`src/vsd_pkg.sv`:
```
// How it works
// - Horizontal scaler drops horizontal_decimation of each 64 input pixels; zero keeps all.
// - Vertical scaler drops vertical_decimation of each 64 lines; zero keeps all lines.
// - duplicated_field_opt 1 gives the bottom field a shifted drop pattern.
// - color_convert_select: 00 YUV, 01 RGB888, 10 RGB565, 11 RGB555.
// - error_diffusion_on 1 carries quantization error into the next pixel.
// - Bursts issue only with bus-master enable and video_output_enable both 1.
// - Each field lands in a rectangle: field base, stride, height, width.
// - top_field_only_select 1 writes only the top field.
// - In capture mode each raised capture_request stores one frame or top field.
// - Setting capture_mode freezes live output at the next vertical sync.
// - A capture request waits for vertical sync, then writes two fields, or one with top_field_only_select.
// - Hardware clears capture_request after the last captured field.
// - Clearing capture_mode resumes live output at the next vertical sync once any capture in progress has finished.
// - Word layout follows selector, rgb24_packing and byte_order_select.
// - YUV little: Y1 V0 Y0 U0 high to low; big: V0 Y1 U0 Y0.
// - RGB555 halfword 0,R,G,B, pixel 1 high; big endian swaps bytes.
// - RGB565 halfword R,G6,B, pixel 1 high; big endian swaps bytes.
// - Unpacked RGB888 one word per pixel: little 0RGB, big BGR0.
// - Packed RGB888 puts four pixels in three words, restarting each line.
// - With overlay_mask_enable, pixels whose mask bit is 0 are not written.
// - Mask lines fetched from mask field base plus mask stride, (width+31)>>5 words.
// - Mask word k bit j controls pixel 32k+j.
package vsd_pkg;
  localparam logic [7:0] OFS_CTRL = 8'h00;
  localparam logic [7:0] OFS_SCALE = 8'h04;
  localparam logic [7:0] OFS_TOP = 8'h08;
  localparam logic [7:0] OFS_BOT = 8'h0c;
  localparam logic [7:0] OFS_STRIDE = 8'h10;
  localparam logic [7:0] OFS_WIN = 8'h14;
  localparam logic [7:0] OFS_MTOP = 8'h18;
  localparam logic [7:0] OFS_MBOT = 8'h1c;
  localparam logic [7:0] OFS_MSTRIDE = 8'h20;
  localparam logic [7:0] OFS_STATUS = 8'h24;
  localparam int C_VEN = 0;
  localparam int C_TOP = 1;
  localparam int C_CAPM = 2;
  localparam int C_CREQ = 3;
  localparam int C_DUP = 4;
  localparam int C_CSEL = 5;
  localparam int C_ERR = 7;
  localparam int C_PACK = 8;
  localparam int C_LE = 9;
  localparam int C_OVL = 10;
  localparam logic [10:0] CTRL_RST = 11'h200;
  localparam int S_H = 0;
  localparam int S_V = 8;
  localparam int W_W = 0;
  localparam int W_H = 16;
  localparam int ST_OVR = 0;
  localparam logic [6:0] GRP = 7'h40;
  localparam logic [6:0] DUP_OFS = 7'h20;
  localparam logic [10:0] MASK_RND = 11'h01f;
  localparam logic signed [9:0] K_RV = 10'sh167;
  localparam logic signed [9:0] K_GU = 10'sh058;
  localparam logic signed [9:0] K_GV = 10'sh0b7;
  localparam logic signed [9:0] K_BU = 10'sh1c6;
  localparam logic signed [9:0] C_MID = 10'sh080;
  localparam logic [1:0] NF_BOTH = 2'h2;
  localparam logic [1:0] NF_TOP = 2'h1;
  typedef enum logic [1:0] {
    CS_YUV = 2'b00, CS_RGB888 = 2'b01, CS_RGB565 = 2'b10, CS_RGB555 = 2'b11
  } vsd_csel_e;
  typedef enum logic [2:0] {
    CAP_LIVE = 3'b000, CAP_FRZ_WAIT = 3'b001, CAP_FROZEN = 3'b010,
    CAP_GRAB_WAIT = 3'b011, CAP_GRAB = 3'b100, CAP_RES_WAIT = 3'b101
  } vsd_cap_e;
  typedef struct packed {
    logic valid;
    logic hsync;
    logic vsync;
    logic bottom;
    logic [7:0] y;
    logic [7:0] c;
  } vsd_vid_s;
  typedef struct packed {
    logic [31:0] addr;
    logic [31:0] data;
    logic [3:0] be;
  } vsd_dma_s;
  typedef struct packed {
    logic [7:0] addr;
    logic [31:0] wdata;
    logic wr;
    logic rd;
  } vsd_bus_s;
endpackage : vsd_pkg

```
`src/vsd_video_dma.sv`:
```
module vsd_video_dma (
  input wire logic ref_clk,
  input wire logic srst,
  input vsd_pkg::vsd_bus_s bus,
  output logic [31:0] rdata,
  input wire logic pci_master_enable,
  input vsd_pkg::vsd_vid_s vid,
  output vsd_pkg::vsd_dma_s dma,
  output logic dma_valid,
  input wire logic dma_ready,
  output logic mask_req_valid,
  output logic [31:0] mask_req_addr,
  input wire logic mask_rsp_valid,
  input wire logic [31:0] mask_rsp_data
);
  import vsd_pkg::*;

  typedef struct packed {
    logic [10:0] ctrl;
    logic [5:0] hdcm, vdcm;
    logic [31:0] top_base, bot_base, stride;
    logic [9:0] width, height;
    logic [31:0] mtop, mbot, mstride;
    logic ovr;
    logic [31:0] rdata;
    vsd_cap_e cap;
    logic [1:0] fcnt;
    logic field_on, line_on;
    logic [6:0] vacc, hacc;
    logic in_par;
    logic [9:0] ln, x;
    logic [31:0] line_addr, next_line, mnext;
    logic [7:0] u, v;
    logic [2:0] er, eg, eb;
    logic [63:0] acc;
    logic [7:0] acc_be;
    logic [3:0] acc_cnt;
    logic [9:0] widx;
    vsd_dma_s dma;
    logic dma_valid;
    logic [5:0] m_idx, m_words;
    logic m_busy, mreq;
    logic [31:0] mreq_addr, mline;
  } vsd_state_s;

  vsd_state_s s_reg;
  vsd_state_s s_next;
  logic [31:0] mask_mem [32];
  logic issue_ok, v_drop, h_drop, wr_pix, pmask, e_valid, keep, six;
  logic [6:0] v_sum, h_sum;
  logic [7:0] cu, cv, r8, g8, b8;
  logic signed [9:0] ud, vd;
  logic [8:0] dr, dg, db;
  logic [31:0] pb, e_data, e_addr;
  logic [3:0] pbe, e_be, tot;
  logic [2:0] pn;
  logic [63:0] cat;
  logic [7:0] cat_be;
  logic [15:0] hw;
  logic [10:0] w_rnd;
  logic [1:0] nf;

  function automatic logic [7:0] sat8(input logic signed [19:0] val);
    logic [7:0] res;
    if (val < 0) res = 8'h00;
    else if (val > 20'sh0ffff) res = 8'hff;
    else res = val[15:8];
    return res;
  endfunction : sat8

  // Result is {quantized[5:0], residual[2:0]}; saturating keeps white from wrapping
  function automatic logic [8:0] diff(input logic [7:0] c, input logic [2:0] e,
                                      input logic g6);
    logic [8:0] t;
    logic [8:0] res;
    t = {1'b0, c} + {6'h00, e};
    if (t[8]) t = 9'h0ff;
    if (g6) res = {t[7:2], 1'b0, t[1:0]};
    else res = {1'b0, t[7:3], t[2:0]};
    return res;
  endfunction : diff

  assign nf = s_reg.ctrl[C_TOP] ? NF_TOP : NF_BOTH;

  always_comb begin
    s_next = s_reg;
    issue_ok = pci_master_enable && s_reg.ctrl[C_VEN];
    e_valid = 1'b0;
    e_data = s_reg.acc[31:0];
    e_be = s_reg.acc_be[3:0];
    e_addr = s_reg.line_addr + {20'h0, s_reg.widx, 2'b00};
    v_sum = s_reg.vacc + {1'b0, s_reg.vdcm};
    v_drop = v_sum >= GRP;
    keep = !v_drop && s_reg.field_on && (s_reg.ln < s_reg.height);
    h_sum = s_reg.hacc + {1'b0, s_reg.hdcm};
    h_drop = h_sum >= GRP;
    wr_pix = 1'b0;
    cu = s_reg.in_par ? s_reg.u : vid.c;
    cv = s_reg.in_par ? vid.c : s_reg.v;
    ud = $signed({2'b00, cu}) - C_MID;
    vd = $signed({2'b00, cv}) - C_MID;
    r8 = sat8($signed({4'h0, vid.y, 8'h00}) + K_RV * vd);
    g8 = sat8($signed({4'h0, vid.y, 8'h00}) - K_GU * ud - K_GV * vd);
    b8 = sat8($signed({4'h0, vid.y, 8'h00}) + K_BU * ud);
    six = vsd_csel_e'(s_reg.ctrl[C_CSEL+:2]) == CS_RGB565;
    dr = diff(r8, s_reg.er, 1'b0);
    dg = diff(g8, s_reg.eg, six);
    db = diff(b8, s_reg.eb, 1'b0);
    hw = 16'h0000;
    pb = 32'h0;
    pn = 3'h2;
    case (vsd_csel_e'(s_reg.ctrl[C_CSEL+:2]))
      CS_YUV: hw = {vid.y, s_reg.x[0] ? cv : cu};
      CS_RGB565: hw = {dr[7:3], dg[8:3], db[7:3]};
      CS_RGB555: hw = {1'b0, dr[7:3], dg[7:3], db[7:3]};
      default: begin
        if (s_reg.ctrl[C_PACK]) begin
          pb = {8'h00, r8, g8, b8};
          pn = 3'h3;
        end else begin
          pb = s_reg.ctrl[C_LE] ? {8'h00, r8, g8, b8} : {b8, g8, r8, 8'h00};
          pn = 3'h4;
        end
      end
    endcase
    if (pn == 3'h2) begin
      pb = s_reg.ctrl[C_LE] ? {16'h0, hw} : {16'h0, hw[7:0], hw[15:8]};
    end
    pmask = !s_reg.ctrl[C_OVL] || mask_mem[s_reg.x[9:5]][s_reg.x[4:0]];
    pbe = {4{pmask}} & (pn == 3'h4 ? 4'hf : (pn == 3'h3 ? 4'h7 : 4'h3));
    // Byte stream lets packed 24-bit words straddle pixels without a mux per phase
    cat = s_reg.acc | ({32'h0, pb} << {s_reg.acc_cnt[2:0], 3'b000});
    cat_be = s_reg.acc_be | ({4'h0, pbe} << s_reg.acc_cnt[2:0]);
    tot = s_reg.acc_cnt + {1'b0, pn};
    w_rnd = {1'b0, s_reg.width} + MASK_RND;

    // Capture sequencing
    case (s_reg.cap)
      CAP_LIVE: begin
        if (s_reg.ctrl[C_CAPM]) s_next.cap = CAP_FRZ_WAIT;
      end
      CAP_FRZ_WAIT: begin
        if (!s_reg.ctrl[C_CAPM]) s_next.cap = CAP_LIVE;
        else if (vid.vsync) s_next.cap = CAP_FROZEN;
      end
      CAP_FROZEN: begin
        if (!s_reg.ctrl[C_CAPM]) s_next.cap = CAP_RES_WAIT;
        else if (s_reg.ctrl[C_CREQ]) s_next.cap = CAP_GRAB_WAIT;
      end
      CAP_GRAB_WAIT: begin
        if (vid.vsync) begin
          s_next.cap = CAP_GRAB;
          s_next.fcnt = 2'h0;
        end
      end
      CAP_GRAB: begin
        if (vid.vsync && s_reg.field_on) begin
          s_next.fcnt = s_reg.fcnt + 2'h1;
          if (s_reg.fcnt + 2'h1 == nf) begin
            s_next.cap = CAP_FROZEN;
            s_next.ctrl[C_CREQ] = 1'b0;
          end
        end
      end
      CAP_RES_WAIT: begin
        if (vid.vsync) s_next.cap = CAP_LIVE;
      end
      default: s_next.cap = CAP_LIVE;
    endcase

    // Mask fetch: one read outstanding; the line must arrive during blanking
    s_next.mreq = 1'b0;
    if (mask_rsp_valid && s_reg.m_busy) begin
      s_next.m_idx = s_reg.m_idx + 6'h01;
      if (s_reg.m_idx + 6'h01 == s_reg.m_words) begin
        s_next.m_busy = 1'b0;
      end else begin
        s_next.mreq = 1'b1;
        s_next.mreq_addr = s_reg.mline + {24'h0, s_reg.m_idx + 6'h01, 2'b00};
      end
    end

    if (vid.vsync || vid.hsync) begin
      // Trailing partial word of the previous line
      e_valid = s_reg.acc_cnt != 4'h0;
      s_next.acc = 64'h0;
      s_next.acc_be = 8'h00;
      s_next.acc_cnt = 4'h0;
      s_next.widx = 10'h000;
      s_next.hacc = 7'h00;
      s_next.x = 10'h000;
      s_next.in_par = 1'b0;
      s_next.er = 3'h0;
      s_next.eg = 3'h0;
      s_next.eb = 3'h0;
    end
    if (vid.vsync) begin
      s_next.vacc = (s_reg.ctrl[C_DUP] && vid.bottom) ? DUP_OFS : 7'h00;
      s_next.ln = 10'h000;
      s_next.line_on = 1'b0;
      s_next.next_line = vid.bottom ? s_reg.bot_base : s_reg.top_base;
      s_next.mnext = vid.bottom ? s_reg.mbot : s_reg.mtop;
      s_next.field_on = (s_next.cap == CAP_LIVE || s_next.cap == CAP_FRZ_WAIT ||
                         s_next.cap == CAP_GRAB) && !(s_reg.ctrl[C_TOP] && vid.bottom);
    end else if (vid.hsync) begin
      s_next.vacc = v_drop ? v_sum - GRP : v_sum;
      s_next.line_on = keep;
      if (keep) begin
        s_next.ln = s_reg.ln + 10'h001;
        s_next.line_addr = s_reg.next_line;
        s_next.next_line = s_reg.next_line + s_reg.stride;
        s_next.mline = s_reg.mnext;
        s_next.mnext = s_reg.mnext + s_reg.mstride;
        if (s_reg.ctrl[C_OVL] && s_reg.width != 10'h000) begin
          s_next.m_busy = 1'b1;
          s_next.m_idx = 6'h00;
          s_next.m_words = w_rnd[10:5];
          s_next.mreq = 1'b1;
          s_next.mreq_addr = s_reg.mnext;
        end
      end
    end else if (vid.valid) begin
      s_next.in_par = ~s_reg.in_par;
      if (!s_reg.in_par) s_next.u = vid.c;
      else s_next.v = vid.c;
      s_next.hacc = h_drop ? h_sum - GRP : h_sum;
      if (!h_drop && s_reg.x < s_reg.width) begin
        s_next.x = s_reg.x + 10'h001;
        wr_pix = s_reg.line_on;
      end
    end

    if (wr_pix) begin
      if (s_reg.ctrl[C_ERR] && pn == 3'h2 && s_reg.ctrl[C_CSEL+:2] != 2'b00) begin
        s_next.er = dr[2:0];
        s_next.eg = dg[2:0];
        s_next.eb = db[2:0];
      end
      if (tot >= 4'h4) begin
        e_valid = 1'b1;
        e_data = cat[31:0];
        e_be = cat_be[3:0];
        s_next.acc = {32'h0, cat[63:32]};
        s_next.acc_be = {4'h0, cat_be[7:4]};
        s_next.acc_cnt = tot - 4'h4;
        s_next.widx = s_reg.widx + 10'h001;
      end else begin
        s_next.acc = cat;
        s_next.acc_be = cat_be;
        s_next.acc_cnt = tot;
      end
    end

    // Register writes take effect at once; the host keeps them steady while live
    if (bus.wr) begin
      case (bus.addr)
        OFS_CTRL: s_next.ctrl = bus.wdata[10:0];
        OFS_SCALE: begin
          s_next.hdcm = bus.wdata[S_H+:6];
          s_next.vdcm = bus.wdata[S_V+:6];
        end
        OFS_TOP: s_next.top_base = bus.wdata;
        OFS_BOT: s_next.bot_base = bus.wdata;
        OFS_STRIDE: s_next.stride = bus.wdata;
        OFS_WIN: begin
          s_next.width = bus.wdata[W_W+:10];
          s_next.height = bus.wdata[W_H+:10];
        end
        OFS_MTOP: s_next.mtop = bus.wdata;
        OFS_MBOT: s_next.mbot = bus.wdata;
        OFS_MSTRIDE: s_next.mstride = bus.wdata;
        OFS_STATUS: begin
          if (bus.wdata[ST_OVR]) s_next.ovr = 1'b0;
        end
        default: ;
      endcase
    end

    s_next.rdata = 32'h0;
    if (bus.rd) begin
      case (bus.addr)
        OFS_CTRL: s_next.rdata = {21'h0, s_reg.ctrl};
        OFS_SCALE: s_next.rdata = {18'h0, s_reg.vdcm, 2'b00, s_reg.hdcm};
        OFS_TOP: s_next.rdata = s_reg.top_base;
        OFS_BOT: s_next.rdata = s_reg.bot_base;
        OFS_STRIDE: s_next.rdata = s_reg.stride;
        OFS_WIN: s_next.rdata = {6'h0, s_reg.height, 6'h0, s_reg.width};
        OFS_MTOP: s_next.rdata = s_reg.mtop;
        OFS_MBOT: s_next.rdata = s_reg.mbot;
        OFS_MSTRIDE: s_next.rdata = s_reg.mstride;
        OFS_STATUS: s_next.rdata = {28'h0, s_reg.cap, s_reg.ovr};
        default: s_next.rdata = 32'h0;
      endcase
    end

    // No buffer: a word arriving while one waits is lost and flagged
    if (s_reg.dma_valid && dma_ready) s_next.dma_valid = 1'b0;
    if (e_valid && e_be != 4'h0 && issue_ok) begin
      if (s_reg.dma_valid && !dma_ready) begin
        s_next.ovr = 1'b1;
      end else begin
        s_next.dma_valid = 1'b1;
        s_next.dma.addr = e_addr;
        s_next.dma.data = e_data;
        s_next.dma.be = e_be;
      end
    end
  end

  always_ff @(posedge ref_clk) begin
    if (srst) begin
      s_reg <= '0;
      s_reg.ctrl <= CTRL_RST;
      s_reg.cap <= CAP_LIVE;
    end else begin
      s_reg <= s_next;
    end
  end

  always_ff @(posedge ref_clk) begin
    if (mask_rsp_valid && s_reg.m_busy) begin
      mask_mem[s_reg.m_idx[4:0]] <= mask_rsp_data;
    end
  end

  assign rdata = s_reg.rdata;
  assign dma = s_reg.dma;
  assign dma_valid = s_reg.dma_valid;
  assign mask_req_valid = s_reg.mreq;
  assign mask_req_addr = s_reg.mreq_addr;

  // Helper for the group check: pixels seen and dropped in the current group
  logic [5:0] hg_cnt;
  logic [6:0] hg_drops;
  always_ff @(posedge ref_clk) begin
    if (srst || vid.hsync) begin
      hg_cnt <= 6'h00;
      hg_drops <= 7'h00;
    end else if (vid.valid && !vid.vsync) begin
      hg_cnt <= hg_cnt + 6'h01;
      hg_drops <= (hg_cnt == 6'h3f) ? 7'h00 : hg_drops + {6'h00, h_drop};
    end
  end
endmodule : vsd_video_dma

```
`config.mk`:
```
export PLATFORM = sky130hd
export DESIGN_NAME = vsd_video_dma
export DESIGN_NICKNAME = d
export VERILOG_FILES = /design/src/vsd_pkg.sv /design/src/vsd_video_dma.sv
export SDC_FILE = /design/constraint.sdc
export NUM_CORES = 2
export LEC_CHECK = 0
export BUFFER_PORTS_ARGS = -buffer_cell sky130_fd_sc_hd__buf_2
export CAP_MARGIN = 20
export CORE_AREA = 10 10 466 377
export CTS_CLUSTER_DIAMETER = 80
export CTS_CLUSTER_SIZE = 25
export DETAILED_ROUTE_END_ITERATION = 12
export DIE_AREA = 0 0 476 387
export HOLD_SLACK_MARGIN = 0.02
export PLACE_DENSITY_LB_ADDON = 0.12
export SLEW_MARGIN = 10
export SYNTH_ARGS = -nofsm -noshare
export SYNTH_HDL_FRONTEND = slang
export SYNTH_SLANG_ARGS = --single-unit
```
`constraint.sdc`:
```
create_clock -name ref_clk -period 13.67 [get_ports ref_clk]
set_clock_uncertainty 0.15 [all_clocks]
set_input_delay 1.367 -clock ref_clk [delete_from_list [all_inputs] [get_ports ref_clk]]
set_output_delay 1.367 -clock ref_clk [all_outputs]
set_load 0.005 [all_outputs]
```
Word-level counts from Yosys, hierarchy flattened

Memories as Yosys holds them, arrays and structs flattened. A register that Yosys moved wholly into a read port is not among the register bits.
Cells that the tools add are included.

Output and inout bits: 134
Memories kept: 1
Memory bits (writable): 1024
Register bits after elaboration: 664

Shift operators: 2
Mux-type cells: 104
Bitwise logic cells: 8
Multipliers: 4
Reductions and logical operators: 56
Magnitude comparators: 12
Add/subtract/negate cells: 25
Eq/ne operators: 25

Memory list:

| memory   | depth | width | read ports | clocked after memory_dff | write ports | RTL line            | text |
|---|---|---|---|---|---|---|---|
| mask_mem | 32    | 32    | 1          | 1                        | 1           | vsd_video_dma.sv:48 | `logic [31:0] mask_mem [32];` |

Operator list:

| cell                 | number |
|---|---|
| $mux 32              | 14 |
| $pmux 32 s10         | 1 |
| $mux 78              | 3 |
| $mux 229             | 1 |
| $mux 96              | 2 |
| $mux 95              | 2 |
| $mux 8               | 16 |
| $mux 76              | 1 |
| $add 32x32->32       | 2 |
| $mux 64              | 1 |
| $or 64x64->64        | 1 |
| $shl 32x6->64        | 1 |
| $mux 10              | 5 |
| $pmux 16 s3          | 1 |
| $mux 46              | 1 |
| $mux 42              | 1 |
| $add 17x19->20       | 2 |
| $gt 20x17->1 const B | 2 |
| $lt 20x1->1 const B  | 2 |
| $mul 9x9->18 const A | 2 |
| $mux 34              | 1 |
| $mux 33              | 1 |
| $add 32x12->32       | 1 |
| $add 32x8->32        | 1 |
| other kinds (63)     | 171 |

Logic depth before layout (Yosys ltp)

Depth in word-level cells: 18
Depth in mapped cells: 46
Depth with buffers taken out: 43

Least setup slack after synthesis

OpenSTA, ideal clock, no wires.

Path kind: input port to flip-flop
Start point: in vid[3] in the netlist's numbering
End point: reg s_reg[178] in the netlist's numbering
Setup slack: 3.024 ns
Arrival: 10.375 ns
Cell stages on the path: 40
Required time: 13.398 ns
Setup time: 0.122 ns
Cell sequence: mux2i_1 > inv_1 > ha_1 > inv_1 > fa_1 > inv_1 > ha_1 > a21oi_1 > nor2_1 > nor2_1 > o21bai_1 > a21oi_1 > xnor2_1 > ha_1 > ha_1 > inv_1 > fa_1 > fa_1 > (+4 left out) > and3_1 > a221o_1 > o211a_4 > a211oi_1 > nor2_1 > xnor2_2 > a21oi_1 > ha_1 > fa_1 > a21oi_1 > nor3_1 > mux2i_1 > a21oi_1 > o211ai_1 > o22ai_1 > mux2_4 > a211o_1 > a221o_1

Word-level cells in the longest chain between the ends: 18

RTL lines:

| item                 | RTL line             | text |
|---|---|---|
| from (decl)          | vsd_video_dma.sv:7   | `input vsd_pkg::vsd_vid_s vid,` |
| $mux 8 *             | --                   |  |
| net cu[3]            | vsd_video_dma.sv:51  | `logic [7:0] cu, cv, r8, g8, b8;` |
| $sub 8x8->9 *        | vsd_video_dma.sv:100 | `ud = $signed({2'b00, cu}) - C_MID;` |
| $mul 5x9->14         | vsd_video_dma.sv:103 | `g8 = sat8($signed({4'h0, vid.y, 8'h00}) - K_GU * ud - K_GV * vd);` |
| $sub 17x17->18       | vsd_video_dma.sv:103 |  |
| $sub 18x18->19       | vsd_video_dma.sv:103 |  |
| $gt 19x17->1         | vsd_video_dma.sv:66  | `else if (val > 20'sh0ffff) res = 8'hff;` |
| $mux 8               | vsd_video_dma.sv:66  |  |
| (+3 left out)        | --                   |  |
| $mux 9               | vsd_video_dma.sv:78  | `if (g6) res = {t[7:2], 1'b0, t[1:0]};` |
| $pmux 16 s3          | vsd_video_dma.sv:112 | `case (vsd_csel_e'(s_reg.ctrl[C_CSEL+:2]))` |
| $mux 16              | vsd_video_dma.sv:127 | `pb = s_reg.ctrl[C_LE] ? {16'h0, hw} : {16'h0, hw[7:0], hw[15:8]};` |
| $mux 32 *            | vsd_video_dma.sv:126 | `if (pn == 3'h2) begin` |
| $shl 32x6->64 *      | vsd_video_dma.sv:132 | `cat = s_reg.acc \| ({32'h0, pb} << {s_reg.acc_cnt[2:0], 3'b000});` |
| $or 64x64->64 *      | vsd_video_dma.sv:132 |  |
| $mux 76 *            | vsd_video_dma.sv:239 | `if (tot >= 4'h4) begin` |
| $mux 95 *            | vsd_video_dma.sv:233 | `if (wr_pix) begin` |
| to (signal assigned) | vsd_video_dma.sv:316 | `s_reg <= s_next;` |
| to (decl)            | vsd_video_dma.sv:46  | `vsd_state_s s_reg;` |

Mark *: on every way through the listed nets, which the timed path passes. The rest lies on a longest branch.
A chain may end at the register's enable or synchronous reset.

Worst setup path in the final report

Start point: reg s_reg[374] in the netlist's numbering
End point: reg s_reg[190] in the netlist's numbering

Word-level cells in the longest chain between the ends: 18

RTL lines:

| item            | RTL line |
|---|---|
| $mux 8 *        | -- |
| net cu[3]       | vsd_video_dma.sv:51 |
| $sub 8x8->9 *   | vsd_video_dma.sv:100 |
| $mul 5x9->14    | vsd_video_dma.sv:103 |
| $sub 17x17->18  | vsd_video_dma.sv:103 |
| $sub 18x18->19  | vsd_video_dma.sv:103 |
| $gt 19x17->1    | vsd_video_dma.sv:66 |
| $mux 8          | vsd_video_dma.sv:66 |
| (+3 left out)   | -- |
| $mux 9          | vsd_video_dma.sv:78 |
| $pmux 16 s3     | vsd_video_dma.sv:112 |
| $mux 16         | vsd_video_dma.sv:127 |
| $mux 32 *       | vsd_video_dma.sv:126 |
| $shl 32x6->64 * | vsd_video_dma.sv:132 |
| $or 64x64->64 * | vsd_video_dma.sv:132 |
| $mux 76 *       | vsd_video_dma.sv:239 |
| $mux 95 *       | vsd_video_dma.sv:233 |

Marked as above.

==> results.md <==
- Top cell type by total area after synthesis: edfxtp_1
- Sum of negative setup slack: 0 ns
- Post-Syn Nets: 7504
- Max incr delay on CP: 1.01 ns
- P per Cell Area: 147 nW/um^2
- Max H-tree Level: 3
- Crit path kind: flop to flop
- Vias post-DR: 57600
- GR peak layer: met1
- Commonest non-fill, non-tap cells in the layout: 1024 x edfxtp_1, 866 x nand2_1, 660 x dfxtp_1
- Clock Tree Root: clkbuf_16
- Endpoint class of the critical path: flop
- Clock tree sinks: 1688
- Met2 usage: 39.1%
- Largest cells by area after synthesis: edfxtp_1 37%, dfxtp_1 16%, mux4_2 8.8%
- Post-DP HPWL: 165 mm
- Syn Inst Count: 6989
- CP max-delay cell: dfxtp_1
- Worst EP arrival: 12.47 ns
- FMAX: 83.2 MHz
- Core area: 166000 um^2
- Number of routed nets with antenna violations: 0
- Placer Congestion: 0.935
- Synth warnings: 0
- Initial DRC count: 7602
- Starting density of the core: 49.6%
- Share of cells above drive strength 1: 13.8%
- Finished Layout Cells: 9210
- Initial antenna violation count: 25
- Max-cap violations: 0
- CTS tree: done
- Static leakage: 29.9 nW
- Via/cell ratio: 6.25
- Met1 global-route usage: 41.4%
- Cts repair resizes: 0
- CTS buffer count: 87
- Final hold violation count: 0
- Nets@finish: 7427
- Tcrit/Tclk final: 87.9%
- Max reg flops: 1024
- Post-synth EDFFs: 1024
- Final min period: 12.02 ns
- Top Ports: 233
- Post-synthesis sequential area ratio: 53.4%
- Inst Count DP: 9066
- DRC: 0
- Synth top area share: 37.3%
- Most common cell after layout, fill and taps aside: edfxtp_1
- FFs w/ async S/R, synth: 0%
- Die area: 184000 um^2
- GRT overflow: 0
- Die Y: 387 um
- Hold_buf cts: 0
- Layout overhead on the synthesized area: 6.72%
- Worst-path maximum fanout: 17
- Clock latency on the worst-skew pair: 0.79 ns
- # setup viols final: 0
- Distinct cells, synth: 113
- Top FF cell, synth: edfxtp_1
- Routed WL: 255 mm
- First-pass GRT wire length: 374 mm
- Post-CTS setup-driven buffer insertion count: 0
- Syn avg cell area: 11.8 um^2
- Pin count of the biggest net entering global routing: 199
- Worst Max-Slew Pin Slew: 1.18 ns
- Longest Clk Path Bufs: 3
- Peak VDD IR: 0.419 mV
- IO Port Bufs: 232
- Synthesized area: 82500 um^2
- Data required time of the critical path: 14.13 ns
- Rel. slew slack: 21.2%
- Fill cells: 14300
- TritonRoute pass-1 iters: 9
- Synthesis-stage register bit count: 1688
- M3 GR Usage: 5.07%
- Final Slew Violations: 0
- Clock transition at path regs: 0.10 ns
- Total GRT Usage: 26.8%
- # rows: 134
- Vias in the first global route: 54700
- WL/cell: 27.7 um
- Status: complete, no violations
- Hold crit path type: flop to flop
- RSZ-0062 raised after global routing: false
- Die width: 476 um
- Nature of the critical path startpoint: flop
-- final cells by class --
cell class	instances	area, um^2	share of cell area [%]
Sequential cell	1688	44100	50.0
Antenna cell	8	20.0	0.0227
Multi-Input combinational cell	4469	35000	39.8
Timing Repair Buffer	361	2200	2.50
Clock inverter	32	499	0.567
Inverter	305	1140	1.30
Tap cell	2244	2810	3.19
Clock buffer	103	2270	2.58
-- metrics by stage --
step / worst slack (ns) / power [mW] / hold WS, ns / util [%] / area [um^2]
after floorplan: 3.02 / 8.67 / 0.266 / - / 82500
after global placement: 1.61 / 9.98 / 0.276 / 51.3 / 85200
after detailed placement: 1.44 / 9.91 / 0.292 / 51.3 / 85200
after CTS: 1.72 / 12.9 / 0.306 / 53.0 / 88000
after global routing: 0.802 / 13.6 / 0.333 / 53.0 / 88000
final: 1.65 / 13.0 / 0.306 / 53.0 / 88000
-- worst max-delay path, delay by kind of cell (launching register included) --
kind	cells	cell delay [ns]
buffers and inverters	6	0.56
multiplexers	1	0.59
AO/OA/AOI/OAI	14	3.53
AND/OR/NAND/NOR	5	0.98
XOR/XNOR	2	0.66
adder cells (fa/ha/maj)	11	4.37
flip-flops	1	1.01
-- power by group --
group          total [mW]  switching [mW]  internal (mW)
logic                4.50            2.98           1.51
clock network        3.05            1.78           1.27
registers            5.41          0.0236           5.39
total                13.0            4.79           8.17
-- routing by layer --
layer | share of wire (%) | wire length (um)
met1 | 45 | 115000
met2 | 43 | 110000
met3 | 9.6 | 24500
met4 | 2.2 | 5530
met5 | 0.020 | 52
-- synth_stat cells, types with 49 or more instances --
cell type and n:
a211oi_1 208, buf_2 61, clkbuf_1 301, buf_4 139, xor2_1 70, a31oi_1 74
a21oi_1 583, and3_1 49, nand3_1 91, a22oi_1 106, inv_1 302, mux2i_1 103
nand2_1 872, dfxtp_1 664, nor3_1 75, xnor2_1 109, a21o_1 74, edfxtp_1 1024
mux4_2 321, nor2_1 476, fa_1 102, o21ai_0 159, ha_1 314
-- path summary, 6_finish.rpt --
check / from / end / slack (ns) / cells past startpoint
hold reg to reg: s_reg[230]$_SDFFE_PP0P_ / s_reg[230]$_SDFFE_PP0P_ / 0.31 / 2
hold / removal: s_reg[230]$_SDFFE_PP0P_ / s_reg[230]$_SDFFE_PP0P_ / 0.31 / 2
setup reg to reg: s_reg[374]$_SDFF_PP0_ / s_reg[190]$_SDFFE_PP0P_ / 1.65 / 39
setup / recovery: s_reg[374]$_SDFF_PP0_ / s_reg[190]$_SDFFE_PP0P_ / 1.65 / 39
-- cells by family after synthesis --
family                   Yosys count  share of synthesized area, %
AO/OA/AOI/OAI                   1651                          13.3
XOR/XNOR                         180                          1.92
adder cells (fa/ha/maj)          416                          7.24
buffers and inverters            832                          4.55
flip-flops                      1688                          53.4
multiplexers                     441                          10.3
AND/OR/NAND/NOR                 1781                          9.32
Power figures use the tool's default switching activity.
